--- src/verilog/uart_line_defines.vh ---
// Constants for the line-format and modem-control block.
// Assumes inclusion by bare name from the design files.
`ifndef UART_LINE_DEFINES_VH
`define UART_LINE_DEFINES_VH

// Register offsets
`define OFS_DATA 3'h0
`define OFS_DIV_HI 3'h1
`define OFS_LFC 3'h3
`define OFS_MLC 3'h4
`define OFS_LST 3'h5
`define OFS_MST 3'h6

// Line format control fields
`define LFC_LEN_LO 0
`define LFC_LEN_HI 1
`define LFC_STOP 2
`define LFC_PEN 3
`define LFC_PK_LO 4
`define LFC_PK_HI 5
`define LFC_BRK 6
`define LFC_DLAB 7

// Modem line control fields
`define MLC_DTR 0
`define MLC_RTS 1
`define MLC_AUX1 2
`define MLC_AUX2 3
`define MLC_LOOP 4
`define MLC_AFE 5
`define MLC_HALF 7
`define MLC_WMASK 8'hBF

// Reset values
`define RESET_LFC 8'h00
`define RESET_MLC 8'h00
`define RESET_DIV 16'h0001

// Character length and parity codes
`define LEN_5 2'h0
`define PAR_ODD 2'h0
`define PAR_EVEN 2'h1
`define PAR_MARK 2'h2
`define PAR_SPACE 2'h3

// Sixteenth-bit tick counts
`define TICKS_ONE 6'h10
`define TICKS_HALF 6'h08
`define TICKS_ONE_HALF 6'h18
`define TICKS_TWO 6'h20
`define RX_MID 4'h7
`define RX_LAST 4'hF

`endif

--- src/verilog/serial_char_tx.v ---
// Character transmitter: start, 5 to 8 data bits, parity, stop time.
// Assumes a one-cycle tick at sixteen times the bit rate.
`timescale 1ns/100ps
`default_nettype none
`include "uart_line_defines.vh"

module serial_char_tx (
  // Clock and reset
  input wire ref_clk,
  input wire rst,
  input wire tick16,
  // Character request
  input wire start,
  input wire [7:0] data,
  output wire busy,
  // Format
  input wire [1:0] len_sel,
  input wire stop_sel,
  input wire par_en,
  input wire [1:0] par_kind,
  input wire half_stop,
  // Serial line, idle at mark
  output reg ser
);

  localparam S_IDLE = 3'h0;
  localparam S_START = 3'h1;
  localparam S_DATA = 3'h2;
  localparam S_PAR = 3'h3;
  localparam S_STOP = 3'h4;

  reg [2:0] state;
  reg [5:0] tcnt;
  reg [7:0] shreg;
  reg [2:0] bits_left;
  reg par_bit;
  reg [5:0] stop_ticks;
  wire [7:0] masked;
  wire [5:0] limit;
  reg next_par;
  reg [5:0] next_stop;

  assign masked = data & (8'hFF >> (2'h3 - len_sel));
  assign limit = (state == S_STOP) ? stop_ticks : `TICKS_ONE;
  assign busy = (state != S_IDLE);

  always @* begin
    case (par_kind)
      `PAR_ODD: next_par = ~^masked;
      `PAR_EVEN: next_par = ^masked;
      `PAR_MARK: next_par = 1'b1;
      default: next_par = 1'b0;
    endcase
    if (half_stop) begin
      next_stop = `TICKS_HALF;
    end else if (!stop_sel) begin
      next_stop = `TICKS_ONE;
    end else if (len_sel == `LEN_5) begin
      next_stop = `TICKS_ONE_HALF;
    end else begin
      next_stop = `TICKS_TWO;
    end
  end

  always @(posedge ref_clk) begin
    if (rst) begin
      state <= S_IDLE;
      tcnt <= 6'h00;
      shreg <= 8'h00;
      bits_left <= 3'h0;
      par_bit <= 1'b0;
      stop_ticks <= `TICKS_ONE;
      ser <= 1'b1;
    end else if (state == S_IDLE) begin
      // Format is latched here, except par_en, which S_DATA reads live, so a write to it can tear a character
      if (start) begin
        shreg <= masked;
        bits_left <= 3'h4 + {1'b0, len_sel};
        par_bit <= next_par;
        stop_ticks <= next_stop;
        tcnt <= 6'h00;
        ser <= 1'b0;
        state <= S_START;
      end
    end else if (tick16) begin
      if (tcnt != limit - 6'h01) begin
        tcnt <= tcnt + 6'h01;
      end else begin
        tcnt <= 6'h00;
        case (state)
          S_START: begin
            ser <= shreg[0];
            state <= S_DATA;
          end
          S_DATA: begin
            if (bits_left == 3'h0) begin
              ser <= par_en ? par_bit : 1'b1;
              state <= par_en ? S_PAR : S_STOP;
            end else begin
              ser <= shreg[1];
              shreg <= {1'b0, shreg[7:1]};
              bits_left <= bits_left - 3'h1;
            end
          end
          S_PAR: begin
            ser <= 1'b1;
            state <= S_STOP;
          end
          default: begin
            ser <= 1'b1;
            state <= S_IDLE;
          end
        endcase
      end
    end
  end

endmodule
`default_nettype wire

--- src/verilog/uart_line_modem_control.v ---
// Line format, modem control, divisor page, receiver and flow control.
// Assumes pins synchronous to ref_clk and a single-cycle register port.
//
// The implementer's own choice: the strobed register port.
`timescale 1ns/100ps
`default_nettype none
`include "uart_line_defines.vh"

// Operation
// - Length field picks 5, 6, 7 or 8 data bits both directions.
// - Stop select clear gives one stop bit, else 1.5 for 5-bit, 2 otherwise.
// - Parity enable clear means no parity sent or checked.
// - Break bit holds serial output at space until cleared, outside loopback.
// - Divisor select bit maps shared offsets to divisor registers.
// - DTR pin is the inverse of its control bit outside loopback.
// - RTS pin is the inverse of its control bit unless auto RTS or loopback.
// - Loopback routes first auxiliary output to ring indicate path.
// - Loopback routes second auxiliary output to carrier detect path.
// - Modem control bit 4 switches internal loopback on and off.
// - Flow enable clear puts transmit data straight back into receiver.
// - Flow enable with RTS bit: auto RTS from buffer and CTS gating.
// - Flow enable without RTS bit: CTS gating only, manual RTS.
// - Flow enable clear: no auto RTS and no CTS gating.
// - Half stop mode sends half a stop bit between characters.
// - Modem status shows ring indicate, fed by aux one in loopback.
module uart_line_modem_control (
  // Clock and reset
  input wire ref_clk,
  input wire rst,
  // Register port
  input wire [2:0] addr,
  input wire [7:0] wdata,
  input wire wr,
  input wire rd,
  output reg [7:0] rdata,
  // Serial and modem pins, active low modem lines
  output wire txd,
  input wire rxd,
  output wire dtr_n,
  output wire rts_n,
  output wire aux_output_one_n,
  output wire aux_output_two_n,
  input wire cts_n,
  input wire dsr_n,
  input wire ri_n,
  input wire dcd_n
);

  localparam R_IDLE = 3'h0;
  localparam R_START = 3'h1;
  localparam R_DATA = 3'h2;
  localparam R_PAR = 3'h3;
  localparam R_STOP = 3'h4;

  reg [7:0] line_format_control;
  reg [7:0] modem_line_control_reg;
  reg [15:0] divisor;
  reg [15:0] div_cnt;
  reg tick16;
  reg [7:0] tx_hold;
  reg tx_hold_full;
  reg [7:0] rx_buf;
  reg rx_full;
  reg parity_err;
  reg frame_err;
  reg [2:0] rstate;
  reg [3:0] rcnt;
  reg [7:0] rsh;
  reg [2:0] rbits_left;
  reg rpar_err;
  reg [3:0] modem_prev;
  reg [3:0] modem_delta;
  reg [7:0] next_rdata;
  reg exp_par;

  wire [1:0] len_sel;
  wire par_en;
  wire [1:0] par_kind;
  wire brk;
  wire dlab;
  wire loop;
  wire afe;
  wire auto_rts;
  wire rts_active;
  wire cts_in;
  wire dsr_in;
  wire ri_in;
  wire dcd_in;
  wire [3:0] modem_now;
  wire tx_ser;
  wire tx_busy;
  wire tx_line;
  wire rx_src;
  wire cts_ok;
  wire tx_start;
  wire [7:0] rx_aligned;
  wire data_wr;
  wire data_rd;

  // Field views
  assign len_sel = line_format_control[`LFC_LEN_HI:`LFC_LEN_LO];
  assign par_en = line_format_control[`LFC_PEN];
  assign par_kind = line_format_control[`LFC_PK_HI:`LFC_PK_LO];
  assign brk = line_format_control[`LFC_BRK];
  assign dlab = line_format_control[`LFC_DLAB];
  assign loop = modem_line_control_reg[`MLC_LOOP];
  assign afe = modem_line_control_reg[`MLC_AFE];

  // Flow control
  assign auto_rts = afe & modem_line_control_reg[`MLC_RTS];
  // Buffer full drops RTS so the partner pauses before an overrun
  assign rts_active = auto_rts ? ~rx_full : modem_line_control_reg[`MLC_RTS];
  assign cts_ok = ~afe | cts_in;

  // Modem inputs, internal paths in loopback
  assign cts_in = loop ? rts_active : ~cts_n;
  assign dsr_in = loop ? modem_line_control_reg[`MLC_DTR] : ~dsr_n;
  assign ri_in = loop ? modem_line_control_reg[`MLC_AUX1] : ~ri_n;
  assign dcd_in = loop ? modem_line_control_reg[`MLC_AUX2] : ~dcd_n;
  assign modem_now = {dcd_in, ri_in, dsr_in, cts_in};

  // Output pins, held inactive while looped back
  assign dtr_n = loop | ~modem_line_control_reg[`MLC_DTR];
  assign rts_n = loop | ~rts_active;
  assign aux_output_one_n = loop | ~modem_line_control_reg[`MLC_AUX1];
  assign aux_output_two_n = loop | ~modem_line_control_reg[`MLC_AUX2];

  // Serial path
  assign tx_line = brk ? 1'b0 : tx_ser;
  assign txd = loop ? 1'b1 : tx_line;
  // Diagnostic mode listens to its own transmitter, not the pin
  assign rx_src = (loop | ~afe) ? tx_line : rxd;

  // Data page access only when the divisor page is deselected
  assign data_wr = wr & (addr == `OFS_DATA) & ~dlab;
  assign data_rd = rd & (addr == `OFS_DATA) & ~dlab;

  assign tx_start = tx_hold_full & ~tx_busy & cts_ok;

  serial_char_tx u_tx (
    .ref_clk(ref_clk),
    .rst(rst),
    .tick16(tick16),
    .start(tx_start),
    .data(tx_hold),
    .busy(tx_busy),
    .len_sel(len_sel),
    .stop_sel(line_format_control[`LFC_STOP]),
    .par_en(par_en),
    .par_kind(par_kind),
    .half_stop(modem_line_control_reg[`MLC_HALF]),
    .ser(tx_ser)
  );

  // Baud tick at sixteen times the bit rate; a zero divisor acts as one
  always @(posedge ref_clk) begin
    if (rst) begin
      div_cnt <= 16'h0000;
      tick16 <= 1'b0;
    end else if (div_cnt + 16'h0001 >= divisor) begin
      div_cnt <= 16'h0000;
      tick16 <= 1'b1;
    end else begin
      div_cnt <= div_cnt + 16'h0001;
      tick16 <= 1'b0;
    end
  end

  // Register writes
  always @(posedge ref_clk) begin
    if (rst) begin
      line_format_control <= `RESET_LFC;
      modem_line_control_reg <= `RESET_MLC;
      divisor <= `RESET_DIV;
    end else if (wr) begin
      case (addr)
        `OFS_DATA: begin
          if (dlab) begin
            divisor[7:0] <= wdata;
          end
        end
        `OFS_DIV_HI: begin
          if (dlab) begin
            divisor[15:8] <= wdata;
          end
        end
        `OFS_LFC: begin
          line_format_control <= wdata;
        end
        `OFS_MLC: begin
          modem_line_control_reg <= wdata & `MLC_WMASK;
        end
        default: begin
        end
      endcase
    end
  end

  // Transmit holding byte; a write while full overwrites it
  always @(posedge ref_clk) begin
    if (rst) begin
      tx_hold <= 8'h00;
      tx_hold_full <= 1'b0;
    end else if (data_wr) begin
      tx_hold <= wdata;
      tx_hold_full <= 1'b1;
    end else if (tx_start) begin
      tx_hold_full <= 1'b0;
    end
  end

  // Received data, aligned down to the character length
  assign rx_aligned = rsh >> (2'h3 - len_sel);

  always @* begin
    case (par_kind)
      `PAR_ODD: exp_par = ~^rx_aligned;
      `PAR_EVEN: exp_par = ^rx_aligned;
      `PAR_MARK: exp_par = 1'b1;
      default: exp_par = 1'b0;
    endcase
  end

  // Receiver, first stop bit checked only
  always @(posedge ref_clk) begin
    if (rst) begin
      rstate <= R_IDLE;
      rcnt <= 4'h0;
      rsh <= 8'h00;
      rbits_left <= 3'h0;
      rpar_err <= 1'b0;
    end else if (tick16) begin
      rcnt <= rcnt + 4'h1;
      case (rstate)
        R_IDLE: begin
          rcnt <= 4'h0;
          if (!rx_src) begin
            rstate <= R_START;
          end
        end
        R_START: begin
          if (rcnt == `RX_MID) begin
            rcnt <= 4'h0;
            // A start bit gone by mid-bit is noise
            rstate <= rx_src ? R_IDLE : R_DATA;
            rbits_left <= 3'h4 + {1'b0, len_sel};
            rpar_err <= 1'b0;
          end
        end
        R_DATA: begin
          if (rcnt == `RX_LAST) begin
            rsh <= {rx_src, rsh[7:1]};
            rbits_left <= rbits_left - 3'h1;
            if (rbits_left == 3'h0) begin
              rstate <= par_en ? R_PAR : R_STOP;
            end
          end
        end
        R_PAR: begin
          if (rcnt == `RX_LAST) begin
            rpar_err <= (rx_src != exp_par);
            rstate <= R_STOP;
          end
        end
        R_STOP: begin
          if (rcnt == `RX_LAST) begin
            rstate <= R_IDLE;
          end
        end
        default: begin
          rstate <= R_IDLE;
        end
      endcase
    end
  end

  // Receive buffer and line flags; a new event wins over a clearing read
  always @(posedge ref_clk) begin
    if (rst) begin
      rx_buf <= 8'h00;
      rx_full <= 1'b0;
      parity_err <= 1'b0;
      frame_err <= 1'b0;
    end else begin
      if (tick16 && rstate == R_STOP && rcnt == `RX_LAST) begin
        rx_buf <= rx_aligned;
        rx_full <= 1'b1;
        parity_err <= rpar_err;
        frame_err <= ~rx_src;
      end else begin
        if (data_rd) begin
          rx_full <= 1'b0;
        end
        if (rd && addr == `OFS_LST) begin
          parity_err <= 1'b0;
          frame_err <= 1'b0;
        end
      end
    end
  end

  // Modem status edges; ring indicate flags only a rise
  always @(posedge ref_clk) begin
    if (rst) begin
      modem_prev <= 4'h0;
      modem_delta <= 4'h0;
    end else begin
      modem_prev <= modem_now;
      if (rd && addr == `OFS_MST) begin
        modem_delta <= (modem_now ^ modem_prev) & {1'b1, ~modem_prev[2], 2'h3};
      end else begin
        modem_delta <= modem_delta | ((modem_now ^ modem_prev) & {1'b1, ~modem_prev[2], 2'h3});
      end
    end
  end

  // Read mux, data valid in the cycle after the strobe
  always @* begin
    next_rdata = 8'h00;
    case (addr)
      `OFS_DATA: next_rdata = dlab ? divisor[7:0] : rx_buf;
      `OFS_DIV_HI: next_rdata = dlab ? divisor[15:8] : 8'h00;
      `OFS_LFC: next_rdata = line_format_control;
      `OFS_MLC: next_rdata = modem_line_control_reg;
      `OFS_LST: next_rdata = {1'b0, ~tx_busy & ~tx_hold_full, ~tx_hold_full, 1'b0,
                              frame_err, parity_err, 1'b0, rx_full};
      `OFS_MST: next_rdata = {modem_now, modem_delta};
      default: next_rdata = 8'h00;
    endcase
  end

  always @(posedge ref_clk) begin
    if (rst) begin
      rdata <= 8'h00;
    end else if (rd) begin
      rdata <= next_rdata;
    end else begin
      rdata <= 8'h00;
    end
  end

endmodule
`default_nettype wire

--- config.mk ---
export PLATFORM = sky130hd
export DESIGN_NAME = uart_line_modem_control
export DESIGN_NICKNAME = d
export VERILOG_FILES = /design/src/verilog/serial_char_tx.v /design/src/verilog/uart_line_modem_control.v
export VERILOG_INCLUDE_DIRS = /design/src /design/src/verilog
export SDC_FILE = /design/constraint.sdc
export NUM_CORES = 1
export LEC_CHECK = 0
export BUFFER_PORTS_ARGS = -buffer_cell sky130_fd_sc_hd__clkbuf_2
export CAP_MARGIN = 20
export CORE_MARGIN = 4
export CORE_UTILIZATION = 61
export CTS_CLUSTER_SIZE = 25
export DETAILED_ROUTE_END_ITERATION = 12
export PLACE_DENSITY = 0.89
export SETUP_SLACK_MARGIN = 0.15
export SLEW_MARGIN = 20
export SYNTH_ARGS = -nofsm -noshare
export SYNTH_HDL_FRONTEND = slang
export SYNTH_SLANG_ARGS = --single-unit
--- constraint.sdc ---
create_clock -name ref_clk -period 4.1 [get_ports ref_clk]
set_clock_uncertainty 0.2 [all_clocks]
set_input_delay 0.82 -clock ref_clk [delete_from_list [all_inputs] [get_ports ref_clk]]
set_output_delay 0.82 -clock ref_clk [all_outputs]
set_load 0.02 [all_outputs]
==> impl_metrics.prom, run 1 <==
# TYPE chip_impl_metric gauge
chip_impl_info{name="status",value="finished, final reports clean"} 1
chip_impl_metric{name="post-route-min-period",unit="ns"} 3.36
chip_impl_info{name="criticalPathCategory",value="register to register"} 1
chip_impl_metric{name="cell_area_after_synthesis",unit="mm2"} 0.00650
chip_impl_metric{name="post_route_cells_drive_above_1_share",unit=""} 0.124
chip_impl_metric{name="dp_cells",unit=""} 909
chip_impl_metric{name="synth_edf_count",unit=""} 0
chip_impl_metric{name="number_of_gates_given_a_new_drive_strength_after_cts",unit=""} 0
chip_impl_metric{name="initialDrtViolationCount",unit=""} 780
chip_impl_metric{name="design.core.area",unit="mm2"} 0.0104
chip_impl_metric{name="clk_path_buf_depth",unit=""} 2
chip_impl_info{name="cts_root_buf",value="sky130_fd_sc_hd__clkbuf_8"} 1
chip_impl_metric{name="avgViaCountPerCell",unit=""} 6.27
chip_impl_info{name="clock_tree_from_tritoncts",value="built"} 1
chip_impl_metric{name="layout.filler_cells",unit=""} 752
chip_impl_metric{name="maximum_number_of_pins_on_one_net_before_global_route_repair",unit=""} 98
chip_impl_metric{name="cap_viol_max_count",unit=""} 0
chip_impl_metric{name="multi_input_area",unit="mm2"} 0.00362
chip_impl_metric{name="synth.yosys.seq_area_share",unit=""} 0.394
chip_impl_metric{name="fin_cells",unit=""} 941
chip_impl_info{name="setup.worst_path.end_class",value="register"} 1
chip_impl_metric{name="floorplan.rows",unit=""} 37
chip_impl_metric{name="total_global_route_track_usage",unit=""} 0.277
chip_impl_metric{name="clkSinkCount",unit=""} 128
chip_impl_metric{name="number_of_hold_buffers_added_after_cts",unit=""} 0
chip_impl_metric{name="layout.area.seq",unit="mm2"} 0.00256
chip_impl_metric{name="total_leakage_power",unit="nW"} 2.63
chip_impl_metric{name="overall_die_width",unit="um"} 111
chip_impl_metric{name="synthesis_warnings",unit=""} 0
chip_impl_metric{name="syn_to_final_growth",unit="%"} 12.3
chip_impl_metric{name="grt_pass1_wl",unit="um"} 27900
chip_impl_metric{name="async_reset_ff_frac",unit=""} 0
chip_impl_info{name="critical_path.startpoint_type",value="register"} 1
chip_impl_metric{name="gp_congestion",unit=""} 0.943
chip_impl_metric{name="critPathMaxStageDelay",unit="ns"} 0.49
chip_impl_metric{name="layout.core_utilization",unit=""} 0.704
chip_impl_info{name="setup_repair_after_global_routing_missed_its_margin",value="no"} 1
chip_impl_metric{name="synth.lib_cells_used.distinct",unit=""} 69
chip_impl_metric{name="final.setup.tns",unit="ns"} 0
chip_impl_metric{name="worstPathRequired",unit="ns"} 4.36
chip_impl_info{name="yosys_most_used_dff",value="sky130_fd_sc_hd__dfxtp_1"} 1
chip_impl_metric{name="nNetsFinal",unit=""} 836
chip_impl_metric{name="dp.final_hpwl",unit="um"} 11100
chip_impl_metric{name="grt-ovfl-total",unit=""} 0
chip_impl_metric{name="route.vias.total",unit=""} 5897
chip_impl_metric{name="initial_core_util",unit=""} 0.627
chip_impl_metric{name="setup_violations",unit=""} 0
chip_impl_metric{name="crit_path_max_fanout",unit=""} 15
chip_impl_metric{name="detail_route.first_pass.iterations",unit=""} 7
chip_impl_metric{name="gate_count_of_the_mapped_netlist",unit=""} 779
chip_impl_info{name="layout_commonest_cell",value="sky130_fd_sc_hd__dfxtp_1"} 1
chip_impl_metric{name="final_hold_viol_count",unit=""} 0
chip_impl_metric{name="fp.dieArea",unit="mm2"} 0.0124
chip_impl_metric{name="htree_levels",unit=""} 4
chip_impl_metric{name="post-layout-total-power",unit="mW"} 3.08
chip_impl_metric{name="max-vdd-ir-drop",unit="mV"} 0.228
chip_impl_metric{name="worstPathArrival",unit="ns"} 3.63
chip_impl_metric{name="cts_setup_buffers",unit=""} 0
chip_impl_metric{name="io_pins",unit=""} 33
chip_impl_metric{name="antennaDiodeCount",unit=""} 0
chip_impl_info{name="crit_chain",value="and3_1, and3_1, nand2_1, nor2_1, nand3_1, xnor2_1, ha_1, a21oi_1, nor2b_1, o21ai_0, o211ai_1, a211o_1, nor2b_1"} 1
chip_impl_info{name="critPathSlowestCell",value="sky130_fd_sc_hd__a211o_1"} 1
chip_impl_metric{name="worst_pin_slew",unit="ns"} 1.00
chip_impl_metric{name="post_drt_wl_per_cell",unit="um"} 18.1
chip_impl_metric{name="mappedNetlistNets",unit=""} 823
chip_impl_info{name="timing.hold.worst.class",value="register to register"} 1
chip_impl_metric{name="postSynthRegisterBits",unit=""} 128
chip_impl_metric{name="drc_errors",unit=""} 0
chip_impl_metric{name="clock_insertion_delay_worst_skew",unit="ns"} 0.54
chip_impl_metric{name="slew_headroom",unit=""} 0.332
chip_impl_info{name="largestRegisters",value="div_cnt (16), divisor (16)"} 1
chip_impl_metric{name="totalWireLength",unit="um"} 17000
chip_impl_metric{name="cts_inserted_buffers",unit=""} 17
chip_impl_metric{name="final_min_period_over_clock_period",unit=""} 0.820
chip_impl_metric{name="fmaxAchievable",unit="GHz"} 0.297
chip_impl_metric{name="ant_nets",unit=""} 0
chip_impl_metric{name="io_buffers",unit=""} 32
chip_impl_metric{name="synth_area_per_cell",unit="um2"} 8.35
chip_impl_info{name="layout_common_cells",value="sky130_fd_sc_hd__dfxtp_1, sky130_fd_sc_hd__nand2_1, sky130_fd_sc_hd__a21oi_1, sky130_fd_sc_hd__nor2_1, sky130_fd_sc_hd__nand3_1"} 1
chip_impl_metric{name="clk_pin_slew",unit="ns"} 0.06
chip_impl_metric{name="power_density",unit="mW/mm2"} 421
chip_impl_metric{name="grt_antenna_before_repair",unit=""} 0
chip_impl_metric{name="die_h",unit="um"} 111
chip_impl_metric{name="number_of_global_route_vias_before_repair",unit=""} 5668
chip_impl_metric{name="maxSlewViolCount",unit=""} 0
[through the flow]
step           hold WS [ns]  setup slack [ns]  cell area (um2)
5_1_grt               0.267             0.526             7300
6_report              0.254             0.738             7300
4_1_cts               0.250             0.819             7300
3_5_place_dp          0.243             0.867             6670
2_1_floorplan         0.227              1.22             6500
3_3_place_gp          0.241              1.13             6670
[layout make-up]
| class | count | area share |
|---|---|---|
| Clock inverter | 13 | 0.0254 |
| Inverter | 30 | 0.0154 |
| Timing Repair Buffer | 39 | 0.0291 |
| Sequential cell | 128 | 0.351 |
| Multi-Input combinational cell | 576 | 0.495 |
| Tap cell | 136 | 0.0233 |
| Clock buffer | 19 | 0.0605 |
[cells in the mapped netlist (4+ instances only)]
master / n / share of area
sky130_fd_sc_hd__a211oi_1: 8 / 0.0092
sky130_fd_sc_hd__clkbuf_1: 32 / 0.018
sky130_fd_sc_hd__buf_2: 4 / 0.0031
sky130_fd_sc_hd__xor2_1: 15 / 0.020
sky130_fd_sc_hd__a22oi_1: 17 / 0.020
sky130_fd_sc_hd__nand4_1: 7 / 0.0067
sky130_fd_sc_hd__mux2_2: 9 / 0.016
sky130_fd_sc_hd__ha_1: 24 / 0.046
sky130_fd_sc_hd__o21ai_0: 11 / 0.0085
sky130_fd_sc_hd__nand3_1: 43 / 0.033
sky130_fd_sc_hd__nor3_1: 13 / 0.010
sky130_fd_sc_hd__xnor2_1: 25 / 0.034
sky130_fd_sc_hd__a31oi_1: 8 / 0.0077
sky130_fd_sc_hd__inv_1: 29 / 0.017
sky130_fd_sc_hd__dfxtp_1: 128 / 0.39
sky130_fd_sc_hd__and2_1: 4 / 0.0038
sky130_fd_sc_hd__a311oi_1: 8 / 0.011
sky130_fd_sc_hd__nor2_1: 56 / 0.032
sky130_fd_sc_hd__nand2_1: 127 / 0.073
sky130_fd_sc_hd__buf_6: 4 / 0.0069
sky130_fd_sc_hd__nand2b_1: 7 / 0.0067
sky130_fd_sc_hd__mux2i_1: 24 / 0.037
sky130_fd_sc_hd__a21oi_1: 80 / 0.062
sky130_fd_sc_hd__a21o_1: 6 / 0.0069
sky130_fd_sc_hd__and3_1: 8 / 0.0077
sky130_fd_sc_hd__nor2b_1: 21 / 0.020
[worst paths after layout]
check                                 start                        end  slack, ns  depth (start not counted)
hold / removal    u_tx.par_bit$_SDFFE_PP0P_  u_tx.par_bit$_SDFFE_PP0P_       0.25                          2
setup / recovery      div_cnt[2]$_SDFF_PP0_      div_cnt[9]$_SDFF_PP0_       0.74                         13
setup reg to reg      div_cnt[2]$_SDFF_PP0_      div_cnt[9]$_SDFF_PP0_       0.74                         13
hold reg to reg   u_tx.par_bit$_SDFFE_PP0P_  u_tx.par_bit$_SDFFE_PP0P_       0.25                          2
[power by group]
group	total, mW	leakage, nW	switching (mW)	internal [mW]
Clock	1.60	0.304	0.576	1.02
Sequential	1.30	1.04	0.0279	1.27
Combinational	0.184	1.29	0.122	0.0625
[cells by family (layout without fill, tap and decap cells)]
logic type	after synthesis	after routing	synth area share
adders and majority gates	24	24	0.0462
and+or+nand+nor	310	310	0.224
buffers and inverters	75	101	0.0508
DFF	128	128	0.394
muxes	37	37	0.0633
AOI/OAI and AO/OA	164	164	0.164
xor gates and xnor gates	41	41	0.0573
[layer usage]
layer  wire, um  up-vias  GRT usage
li1           -     2740          -
met1       6900     2756      0.345
met2       8140      328      0.456
met3       1370       73     0.0655
met4        624        0      0.121
met5          0        -          0
[critical path, delay by kind of cell (launching register included)]
kind | cells | cell delay (ns)
AOI/OAI and AO/OA | 4 | 1.04
and+or+nand+nor | 7 | 1.19
DFF | 1 | 0.38
adders and majority gates | 1 | 0.28
xor gates and xnor gates | 1 | 0.19
Note: power is estimated with default switching activity, not from simulation.
==> run 2, diff against run 1 <==
==> constraint.sdc (replaced) <==
create_clock -name ref_clk -period 3.4 [get_ports ref_clk]
set_clock_uncertainty 0.2 [all_clocks]
set_input_delay 0.68 -clock ref_clk [delete_from_list [all_inputs] [get_ports ref_clk]]
set_output_delay 0.68 -clock ref_clk [all_outputs]
set_load 0.02 [all_outputs]
==> impl_metrics.prom, run 2 (same netlist as run 1, synthesis figures left out) <==
# TYPE chip_impl_metric gauge
chip_impl_metric{name="cts_setup_buffers",unit=""} 0
chip_impl_metric{name="whs_path_depth",unit=""} 3
chip_impl_metric{name="fmaxAchievable",unit="GHz"} 0.332
chip_impl_metric{name="drc_errors",unit=""} 0
chip_impl_info{name="setup_crit_end",value="div_cnt[15]$_SDFF_PP0_"} 1
chip_impl_metric{name="clk_path_buf_depth",unit=""} 2
chip_impl_metric{name="grt_antenna_before_repair",unit=""} 0
chip_impl_metric{name="overall_die_width",unit="um"} 111
chip_impl_metric{name="floorplan.rows",unit=""} 37
chip_impl_metric{name="critPathMaxStageDelay",unit="ns"} 0.41
chip_impl_metric{name="cts_inserted_buffers",unit=""} 17
chip_impl_info{name="clock_tree_from_tritoncts",value="built"} 1
chip_impl_metric{name="post-route-min-period",unit="ns"} 3.01
chip_impl_metric{name="hold_slack",unit="ns"} 0.261
chip_impl_metric{name="final_hold_viol_count",unit=""} 0
chip_impl_metric{name="avgViaCountPerCell",unit=""} 6.20
chip_impl_metric{name="detail_route.first_pass.iterations",unit=""} 6
chip_impl_metric{name="worst_pin_slew",unit="ns"} 0.622
chip_impl_metric{name="crit_path_max_fanout",unit=""} 15
chip_impl_metric{name="dp.final_hpwl",unit="um"} 11600
chip_impl_info{name="critical_path.reg2reg.startpoint",value="div_cnt[0]$_SDFF_PP0_"} 1
chip_impl_metric{name="cap_viol_max_count",unit=""} 0
chip_impl_metric{name="design.core.area",unit="mm2"} 0.0104
chip_impl_info{name="status",value="finished, final reports clean"} 1
chip_impl_info{name="criticalPathCategory",value="register to register"} 1
chip_impl_metric{name="number_of_global_route_vias_before_repair",unit=""} 5816
chip_impl_metric{name="met2_length",unit="um"} 8080
chip_impl_metric{name="syn_to_final_growth",unit="%"} 11.9
chip_impl_metric{name="detailroute.wirelength.met3",unit="um"} 1410
chip_impl_metric{name="met1_length",unit="um"} 7000
chip_impl_metric{name="htree_levels",unit=""} 4
chip_impl_info{name="crit_chain",value="ha_1, nand3_1, nor2_4, and4_1, xor2_1, ha_1, nand4_1, nor2_1, a21oi_1, o211ai_1, a211o_4, nor2b_1"} 1
chip_impl_metric{name="worstPathArrival",unit="ns"} 3.27
chip_impl_metric{name="clock_insertion_delay_worst_skew",unit="ns"} 0.53
chip_impl_metric{name="slew_headroom",unit=""} 0.582
chip_impl_metric{name="clk_pin_slew",unit="ns"} 0.06
chip_impl_info{name="regToRegEndpoint",value="div_cnt[15]$_SDFF_PP0_"} 1
chip_impl_info{name="largestRegisters",value="div_cnt (16), divisor (16)"} 1
chip_impl_metric{name="total_leakage_power",unit="nW"} 2.61
chip_impl_metric{name="maximum_number_of_pins_on_one_net_before_global_route_repair",unit=""} 33
chip_impl_metric{name="clkSinkCount",unit=""} 128
chip_impl_metric{name="die_h",unit="um"} 111
chip_impl_metric{name="fin_cells",unit=""} 947
chip_impl_info{name="routed.top_layer",value="met4"} 1
chip_impl_info{name="critical_path.startpoint",value="div_cnt[0]$_SDFF_PP0_"} 1
chip_impl_info{name="critical_path.startpoint_type",value="register"} 1
chip_impl_metric{name="power_density",unit="mW/mm2"} 471
chip_impl_metric{name="post_drt_wl_per_cell",unit="um"} 18.1
chip_impl_info{name="critical_path.most_common_cell",value="sky130_fd_sc_hd__ha_1"} 1
chip_impl_metric{name="maxSlewViolCount",unit=""} 0
chip_impl_metric{name="nNetsFinal",unit=""} 842
chip_impl_info{name="setup_repair_after_global_routing_missed_its_margin",value="no"} 1
chip_impl_metric{name="grt_pass1_wl",unit="um"} 28300
chip_impl_metric{name="worstPathRequired",unit="ns"} 3.66
chip_impl_metric{name="ant_nets",unit=""} 0
chip_impl_metric{name="route.vias.total",unit=""} 5874
chip_impl_metric{name="r2r_cells",unit=""} 12
chip_impl_metric{name="io_buffers",unit=""} 32
chip_impl_metric{name="total_global_route_track_usage",unit=""} 0.283
chip_impl_metric{name="gp_congestion",unit=""} 0.937
chip_impl_metric{name="grt-ovfl-total",unit=""} 0
chip_impl_metric{name="io_pins",unit=""} 33
chip_impl_metric{name="final.setup.tns",unit="ns"} 0
chip_impl_metric{name="dp_cells",unit=""} 915
chip_impl_metric{name="totalWireLength",unit="um"} 17200
chip_impl_metric{name="reg2reg_slack",unit="ns"} 0.39
chip_impl_metric{name="setup_violations",unit=""} 0
chip_impl_metric{name="max-vdd-ir-drop",unit="mV"} 0.511
chip_impl_metric{name="fp.dieArea",unit="mm2"} 0.0124
chip_impl_metric{name="post_route_cells_drive_above_1_share",unit=""} 0.132
chip_impl_metric{name="post-layout-total-power",unit="mW"} 3.43
chip_impl_info{name="setup.worst_path.end_class",value="register"} 1
chip_impl_metric{name="initial_core_util",unit=""} 0.627
chip_impl_info{name="timing.hold.worst.class",value="input pin to register"} 1
chip_impl_info{name="cts_root_buf",value="sky130_fd_sc_hd__clkbuf_8"} 1
chip_impl_info{name="layout_common_cells",value="sky130_fd_sc_hd__dfxtp_1, sky130_fd_sc_hd__nand2_1, sky130_fd_sc_hd__a21oi_1, sky130_fd_sc_hd__nor2_1, sky130_fd_sc_hd__nand3_1"} 1
chip_impl_metric{name="antennaDiodeCount",unit=""} 0
chip_impl_metric{name="initialDrtViolationCount",unit=""} 764
chip_impl_info{name="critPathSlowestCell",value="sky130_fd_sc_hd__dfxtp_1"} 1
chip_impl_info{name="layout_commonest_cell",value="sky130_fd_sc_hd__dfxtp_1"} 1
chip_impl_metric{name="final_min_period_over_clock_period",unit=""} 0.885
-- run 2: per-layer routing --
layer	up-vias	global-route usage
li1	2757	-
met1	2777	0.343
met2	285	0.462
met3	55	0.0666
met4	0	0.157
met5	-	0
-- run 2: critical path, delay by kind of cell, from the launching register on --
family / cells / cell delay [ns]
xor+xnor: 1 / 0.18
fa+ha+maj: 2 / 0.52
simple gates: 6 / 0.98
compound gates: 3 / 0.63
flops: 1 / 0.41
-- run 2: per-stage QoR --
step           instance area (um2)  setup slack [ns]   util
4_1_cts                       7250             0.188  0.700
6_report                      7280             0.390  0.702
3_3_place_gp                  6720             0.333  0.648
2_1_floorplan                 6500             0.518      -
3_5_place_dp                  6720             0.218  0.648
5_1_grt                       7280             0.140  0.702
-- run 2: repair_timing --
action	4_1_cts	5_1_grt
setup endpoints to repair	0	15
hold endpoints to repair	0	0
gates resized for setup	0	6
hold buffers	0	0
-- run 2: worst min path at each step --
stage / startpoint / end / slack, ns
final: wdata[6] / line_format_control[6]$_SDFFE_PP0P_ / 0.26
after global routing: wdata[6] / divisor[6]$_SDFFE_PP0P_ / 0.26
after CTS: wdata[6] / line_format_control[6]$_SDFFE_PP0P_ / 0.24
after detailed placement: u_tx.shreg[7]$_SDFFE_PP0P_ / u_tx.shreg[7]$_SDFFE_PP0P_ / 0.25
after global placement: u_tx.shreg[7]$_SDFFE_PP0P_ / u_tx.shreg[7]$_SDFFE_PP0P_ / 0.24
after floorplan: u_tx.par_bit$_SDFFE_PP0P_ / u_tx.par_bit$_SDFFE_PP0P_ / 0.23
-- run 2: power breakdown --
| group | switching, mW | total [mW] | internal (mW) | leakage [nW] |
|---|---|---|---|---|
| Clock | 0.665 | 1.63 | 0.968 | 0.256 |
| Combinational | 0.149 | 0.230 | 0.0813 | 1.32 |
| Sequential | 0.0341 | 1.56 | 1.53 | 1.04 |
| Total | 0.848 | 3.43 | 2.58 | 2.61 |
-- run 2: layout make-up --
type	instances	area, um2
Clock inverter	9	58.8
Sequential cell	128	2560
Multi-Input combinational cell	576	3640
Inverter	30	113
Clock buffer	23	477
Timing Repair Buffer	45	258
Fill cell	751	3090
Tap cell	136	170
==> run 3, diff against run 2 <==
--- a/config.mk
+++ b/config.mk
@@ -8,11 +8,12 @@
 export LEC_CHECK = 0
 export BUFFER_PORTS_ARGS = -buffer_cell sky130_fd_sc_hd__clkbuf_2
 export CAP_MARGIN = 20
-export CORE_MARGIN = 4
-export CORE_UTILIZATION = 61
+export CELL_PAD_IN_SITES_DETAIL_PLACEMENT = 1
+export CELL_PAD_IN_SITES_GLOBAL_PLACEMENT = 1
+export CORE_UTILIZATION = 47
 export CTS_CLUSTER_SIZE = 25
 export DETAILED_ROUTE_END_ITERATION = 12
-export PLACE_DENSITY = 0.89
+export PLACE_DENSITY = 0.9
 export SETUP_SLACK_MARGIN = 0.15
 export SLEW_MARGIN = 20
 export SYNTH_ARGS = -nofsm -noshare
==> impl_metrics.prom, run 3 (same netlist as run 1, synthesis figures left out) <==
# TYPE chip_impl_metric gauge
chip_impl_info{name="status",value="finished, final reports clean"} 1
chip_impl_metric{name="die_h",unit="um"} 120
chip_impl_metric{name="power.net_switching",unit="mW"} 0.913
chip_impl_metric{name="grt_antenna_before_repair",unit=""} 0
chip_impl_metric{name="grt_util_met3",unit=""} 0.0618
chip_impl_metric{name="detail_route.first_pass.iterations",unit=""} 5
chip_impl_metric{name="power.share.switching",unit=""} 0.258
chip_impl_metric{name="route.vias.total",unit=""} 5997
chip_impl_metric{name="avgViaCountPerCell",unit=""} 6.07
chip_impl_metric{name="hold_slack",unit="ns"} 0.270
chip_impl_info{name="clock_tree_from_tritoncts",value="built"} 1
chip_impl_metric{name="cell_internal_pwr",unit="mW"} 2.63
chip_impl_metric{name="ant_nets",unit=""} 0
chip_impl_metric{name="totalWireLength",unit="um"} 20700
chip_impl_metric{name="worst_pin_slew",unit="ns"} 0.971
chip_impl_metric{name="dp.final_hpwl",unit="um"} 13500
chip_impl_metric{name="initialDrtViolationCount",unit=""} 497
chip_impl_metric{name="cap_viol_max_count",unit=""} 0
chip_impl_metric{name="total_leakage_power",unit="nW"} 2.61
chip_impl_metric{name="grtUsageMet2",unit=""} 0.508
chip_impl_metric{name="maxSlewViolCount",unit=""} 0
chip_impl_info{name="setup.worst_path.end_class",value="register"} 1
chip_impl_metric{name="crit_path_max_fanout",unit=""} 8
chip_impl_metric{name="worst_setup_margin",unit="ns"} 0.255
chip_impl_metric{name="post-route-min-period",unit="ns"} 3.14
chip_impl_metric{name="share_comb_of_total_power",unit=""} 0.068
chip_impl_info{name="criticalPathCategory",value="register to register"} 1
chip_impl_metric{name="clk_path_buf_depth",unit=""} 2
chip_impl_metric{name="dp_cells",unit=""} 955
chip_impl_metric{name="clkSinkCount",unit=""} 128
chip_impl_metric{name="fp.dieArea",unit="mm2"} 0.0143
chip_impl_metric{name="cts_inserted_buffers",unit=""} 17
chip_impl_info{name="hold_path.startpoint",value="u_tx.bits_left[1]$_SDFFE_PP0P_"} 1
chip_impl_metric{name="maximum_number_of_pins_on_one_net_before_global_route_repair",unit=""} 87
chip_impl_metric{name="max-vdd-ir-drop",unit="mV"} 0.397
chip_impl_metric{name="antennaDiodeCount",unit=""} 0
chip_impl_metric{name="power_density",unit="mW/mm2"} 479
chip_impl_metric{name="post_route_cells_drive_above_1_share",unit=""} 0.147
chip_impl_metric{name="initial_core_util",unit=""} 0.487
chip_impl_metric{name="reg2reg_slack",unit="ns"} 0.26
chip_impl_metric{name="setup_violations",unit=""} 0
chip_impl_metric{name="whs_path_depth",unit=""} 2
chip_impl_metric{name="slew_headroom",unit=""} 0.353
chip_impl_metric{name="floorplan.rows",unit=""} 42
chip_impl_metric{name="worstPathRequired",unit="ns"} 3.55
chip_impl_metric{name="final_hold_viol_count",unit=""} 0
chip_impl_metric{name="grt_pass1_wl",unit="um"} 32300
chip_impl_info{name="timing.hold.worst.class",value="register to register"} 1
chip_impl_metric{name="clock_insertion_delay_worst_skew",unit="ns"} 0.43
chip_impl_info{name="largestRegisters",value="div_cnt (16), divisor (16)"} 1
chip_impl_metric{name="design.core.area",unit="mm2"} 0.0133
chip_impl_metric{name="final_min_period_over_clock_period",unit=""} 0.925
chip_impl_metric{name="clockPowerShare",unit=""} 0.491
chip_impl_info{name="layout_commonest_cell",value="sky130_fd_sc_hd__nand2_1"} 1
chip_impl_info{name="layout_common_cells",value="sky130_fd_sc_hd__nand2_1, sky130_fd_sc_hd__dfxtp_1, sky130_fd_sc_hd__a21oi_1, sky130_fd_sc_hd__nor2_1, sky130_fd_sc_hd__nand3_1"} 1
chip_impl_metric{name="total_global_route_track_usage",unit=""} 0.293
chip_impl_metric{name="number_of_hold_buffers_added_after_cts",unit=""} 0
chip_impl_metric{name="io_buffers",unit=""} 32
chip_impl_metric{name="fin_cells",unit=""} 988
chip_impl_metric{name="final.setup.tns",unit="ns"} 0
chip_impl_metric{name="number_of_global_route_vias_before_repair",unit=""} 6134
chip_impl_info{name="regToRegEndpoint",value="div_cnt[3]$_SDFF_PP0_"} 1
chip_impl_metric{name="io_pins",unit=""} 33
chip_impl_info{name="critical_path.reg2reg.startpoint",value="div_cnt[2]$_SDFF_PP0_"} 1
chip_impl_metric{name="layout.core_utilization",unit=""} 0.555
chip_impl_metric{name="htree_levels",unit=""} 4
chip_impl_metric{name="layout.filler_cells",unit=""} 1591
chip_impl_metric{name="fmaxAchievable",unit="GHz"} 0.318
chip_impl_metric{name="grt-ovfl-total",unit=""} 0
chip_impl_metric{name="overall_die_width",unit="um"} 120
chip_impl_metric{name="pwr-share-seq",unit=""} 0.441
chip_impl_metric{name="post_drt_wl_per_cell",unit="um"} 20.9
chip_impl_metric{name="clk_pin_slew",unit="ns"} 0.06
chip_impl_info{name="hold_path_end",value="u_tx.bits_left[1]$_SDFFE_PP0P_"} 1
chip_impl_metric{name="grt_util_met1",unit=""} 0.343
chip_impl_info{name="critical_path.startpoint_type",value="register"} 1
chip_impl_info{name="grt-busiest-layer",value="met2"} 1
chip_impl_info{name="cts_root_buf",value="sky130_fd_sc_hd__clkbuf_16"} 1
chip_impl_metric{name="syn_to_final_growth",unit="%"} 13.8
chip_impl_metric{name="drc_errors",unit=""} 0
chip_impl_metric{name="worstPathArrival",unit="ns"} 3.29
chip_impl_info{name="setup_repair_after_global_routing_missed_its_margin",value="no"} 1
chip_impl_metric{name="nNetsFinal",unit=""} 843
chip_impl_metric{name="r2r_cells",unit=""} 13
chip_impl_metric{name="gp_congestion",unit=""} 0.904
chip_impl_metric{name="dpl_worst_slack",unit="ns"} 0.110
[run 3: changes by cell type in the layout (fill, tap and decap cells not counted), sizes merged]
cell,before,now
clkinv,6,5
clkinvlp,4,7
bufinv,0,1
a211o,1,2
inv,29,30
clkbuf,54,50
[run 3: worst max path at each step]
| stage | from | endpoint | slack [ns] | depth (start not counted) |
|---|---|---|---|---|
| after global placement | div_cnt[2]$_SDFF_PP0_ | div_cnt[14]$_SDFF_PP0_ | 0.37 | 12 |
| final | div_cnt[2]$_SDFF_PP0_ | div_cnt[3]$_SDFF_PP0_ | 0.26 | 13 |
| after global routing | div_cnt[2]$_SDFF_PP0_ | div_cnt[3]$_SDFF_PP0_ | 0.12 | 12 |
| after detailed placement | div_cnt[0]$_SDFF_PP0_ | div_cnt[9]$_SDFF_PP0_ | 0.11 | 12 |
| after CTS | div_cnt[0]$_SDFF_PP0_ | div_cnt[5]$_SDFF_PP0_ | 0.16 | 12 |
| after floorplan | div_cnt[2]$_SDFF_PP0_ | div_cnt[10]$_SDFF_PP0_ | 0.52 | 13 |
[run 3: power groups by stage]
stage	Combinational [mW]	Clock (mW)	Sequential, mW
floorplan	0.167	0	1.58
global placement	0.221	0	1.59
detailed placement	0.230	0	1.59
CTS	0.236	1.75	1.56
global route	0.258	1.82	1.57
finish	0.240	1.74	1.56
[run 3: cell type report]
type	count	area (um2)	area share
inverter	30	113	0.0152
tap	176	220	0.0297
clock inverter	13	115	0.0156
clock buffer	19	443	0.0598
timing repair buffer	45	258	0.0348
sequential	128	2570	0.347
multi-input combinational	577	3690	0.498
[run 3: stage by stage]
step / power (mW) / area [um2]
after global placement: 1.81 / 6770
final: 3.54 / 7400
after detailed placement: 1.82 / 6770
after floorplan: 1.74 / 6500
after CTS: 3.55 / 7330
after global routing: 3.64 / 7400
[run 3: layer usage]
metal	vias up	share of wire
li1	2748	-
met1	2976	0.41
met2	211	0.50
met3	62	0.051
met4	0	0.034
met5	-	0
[run 3: timing repair]
| item | 4_1_cts | 5_1_grt |
|---|---|---|
| pin swaps | 1 | 3 |
| cloned | 0 | 1 |
| setup buffers | 0 | 0 |
| gates resized for setup | 2 | 14 |
| setup endpoints to repair | 15 | 15 |
[run 3: worst max-delay path, stage by stage (launching register included)]
cell                       delay [ns]
sky130_fd_sc_hd__dfxtp_2         0.36
sky130_fd_sc_hd__and3_4          0.21
sky130_fd_sc_hd__and3_4          0.21
sky130_fd_sc_hd__nand2_1         0.13
sky130_fd_sc_hd__nor2_4          0.17
sky130_fd_sc_hd__nand3_1         0.15
sky130_fd_sc_hd__xnor2_2         0.18
sky130_fd_sc_hd__ha_1            0.31
sky130_fd_sc_hd__a21oi_1         0.17
sky130_fd_sc_hd__nor2b_1         0.07
sky130_fd_sc_hd__o21ai_0         0.16
sky130_fd_sc_hd__o211ai_1        0.19
sky130_fd_sc_hd__a211o_4         0.41
sky130_fd_sc_hd__nor2b_1         0.15
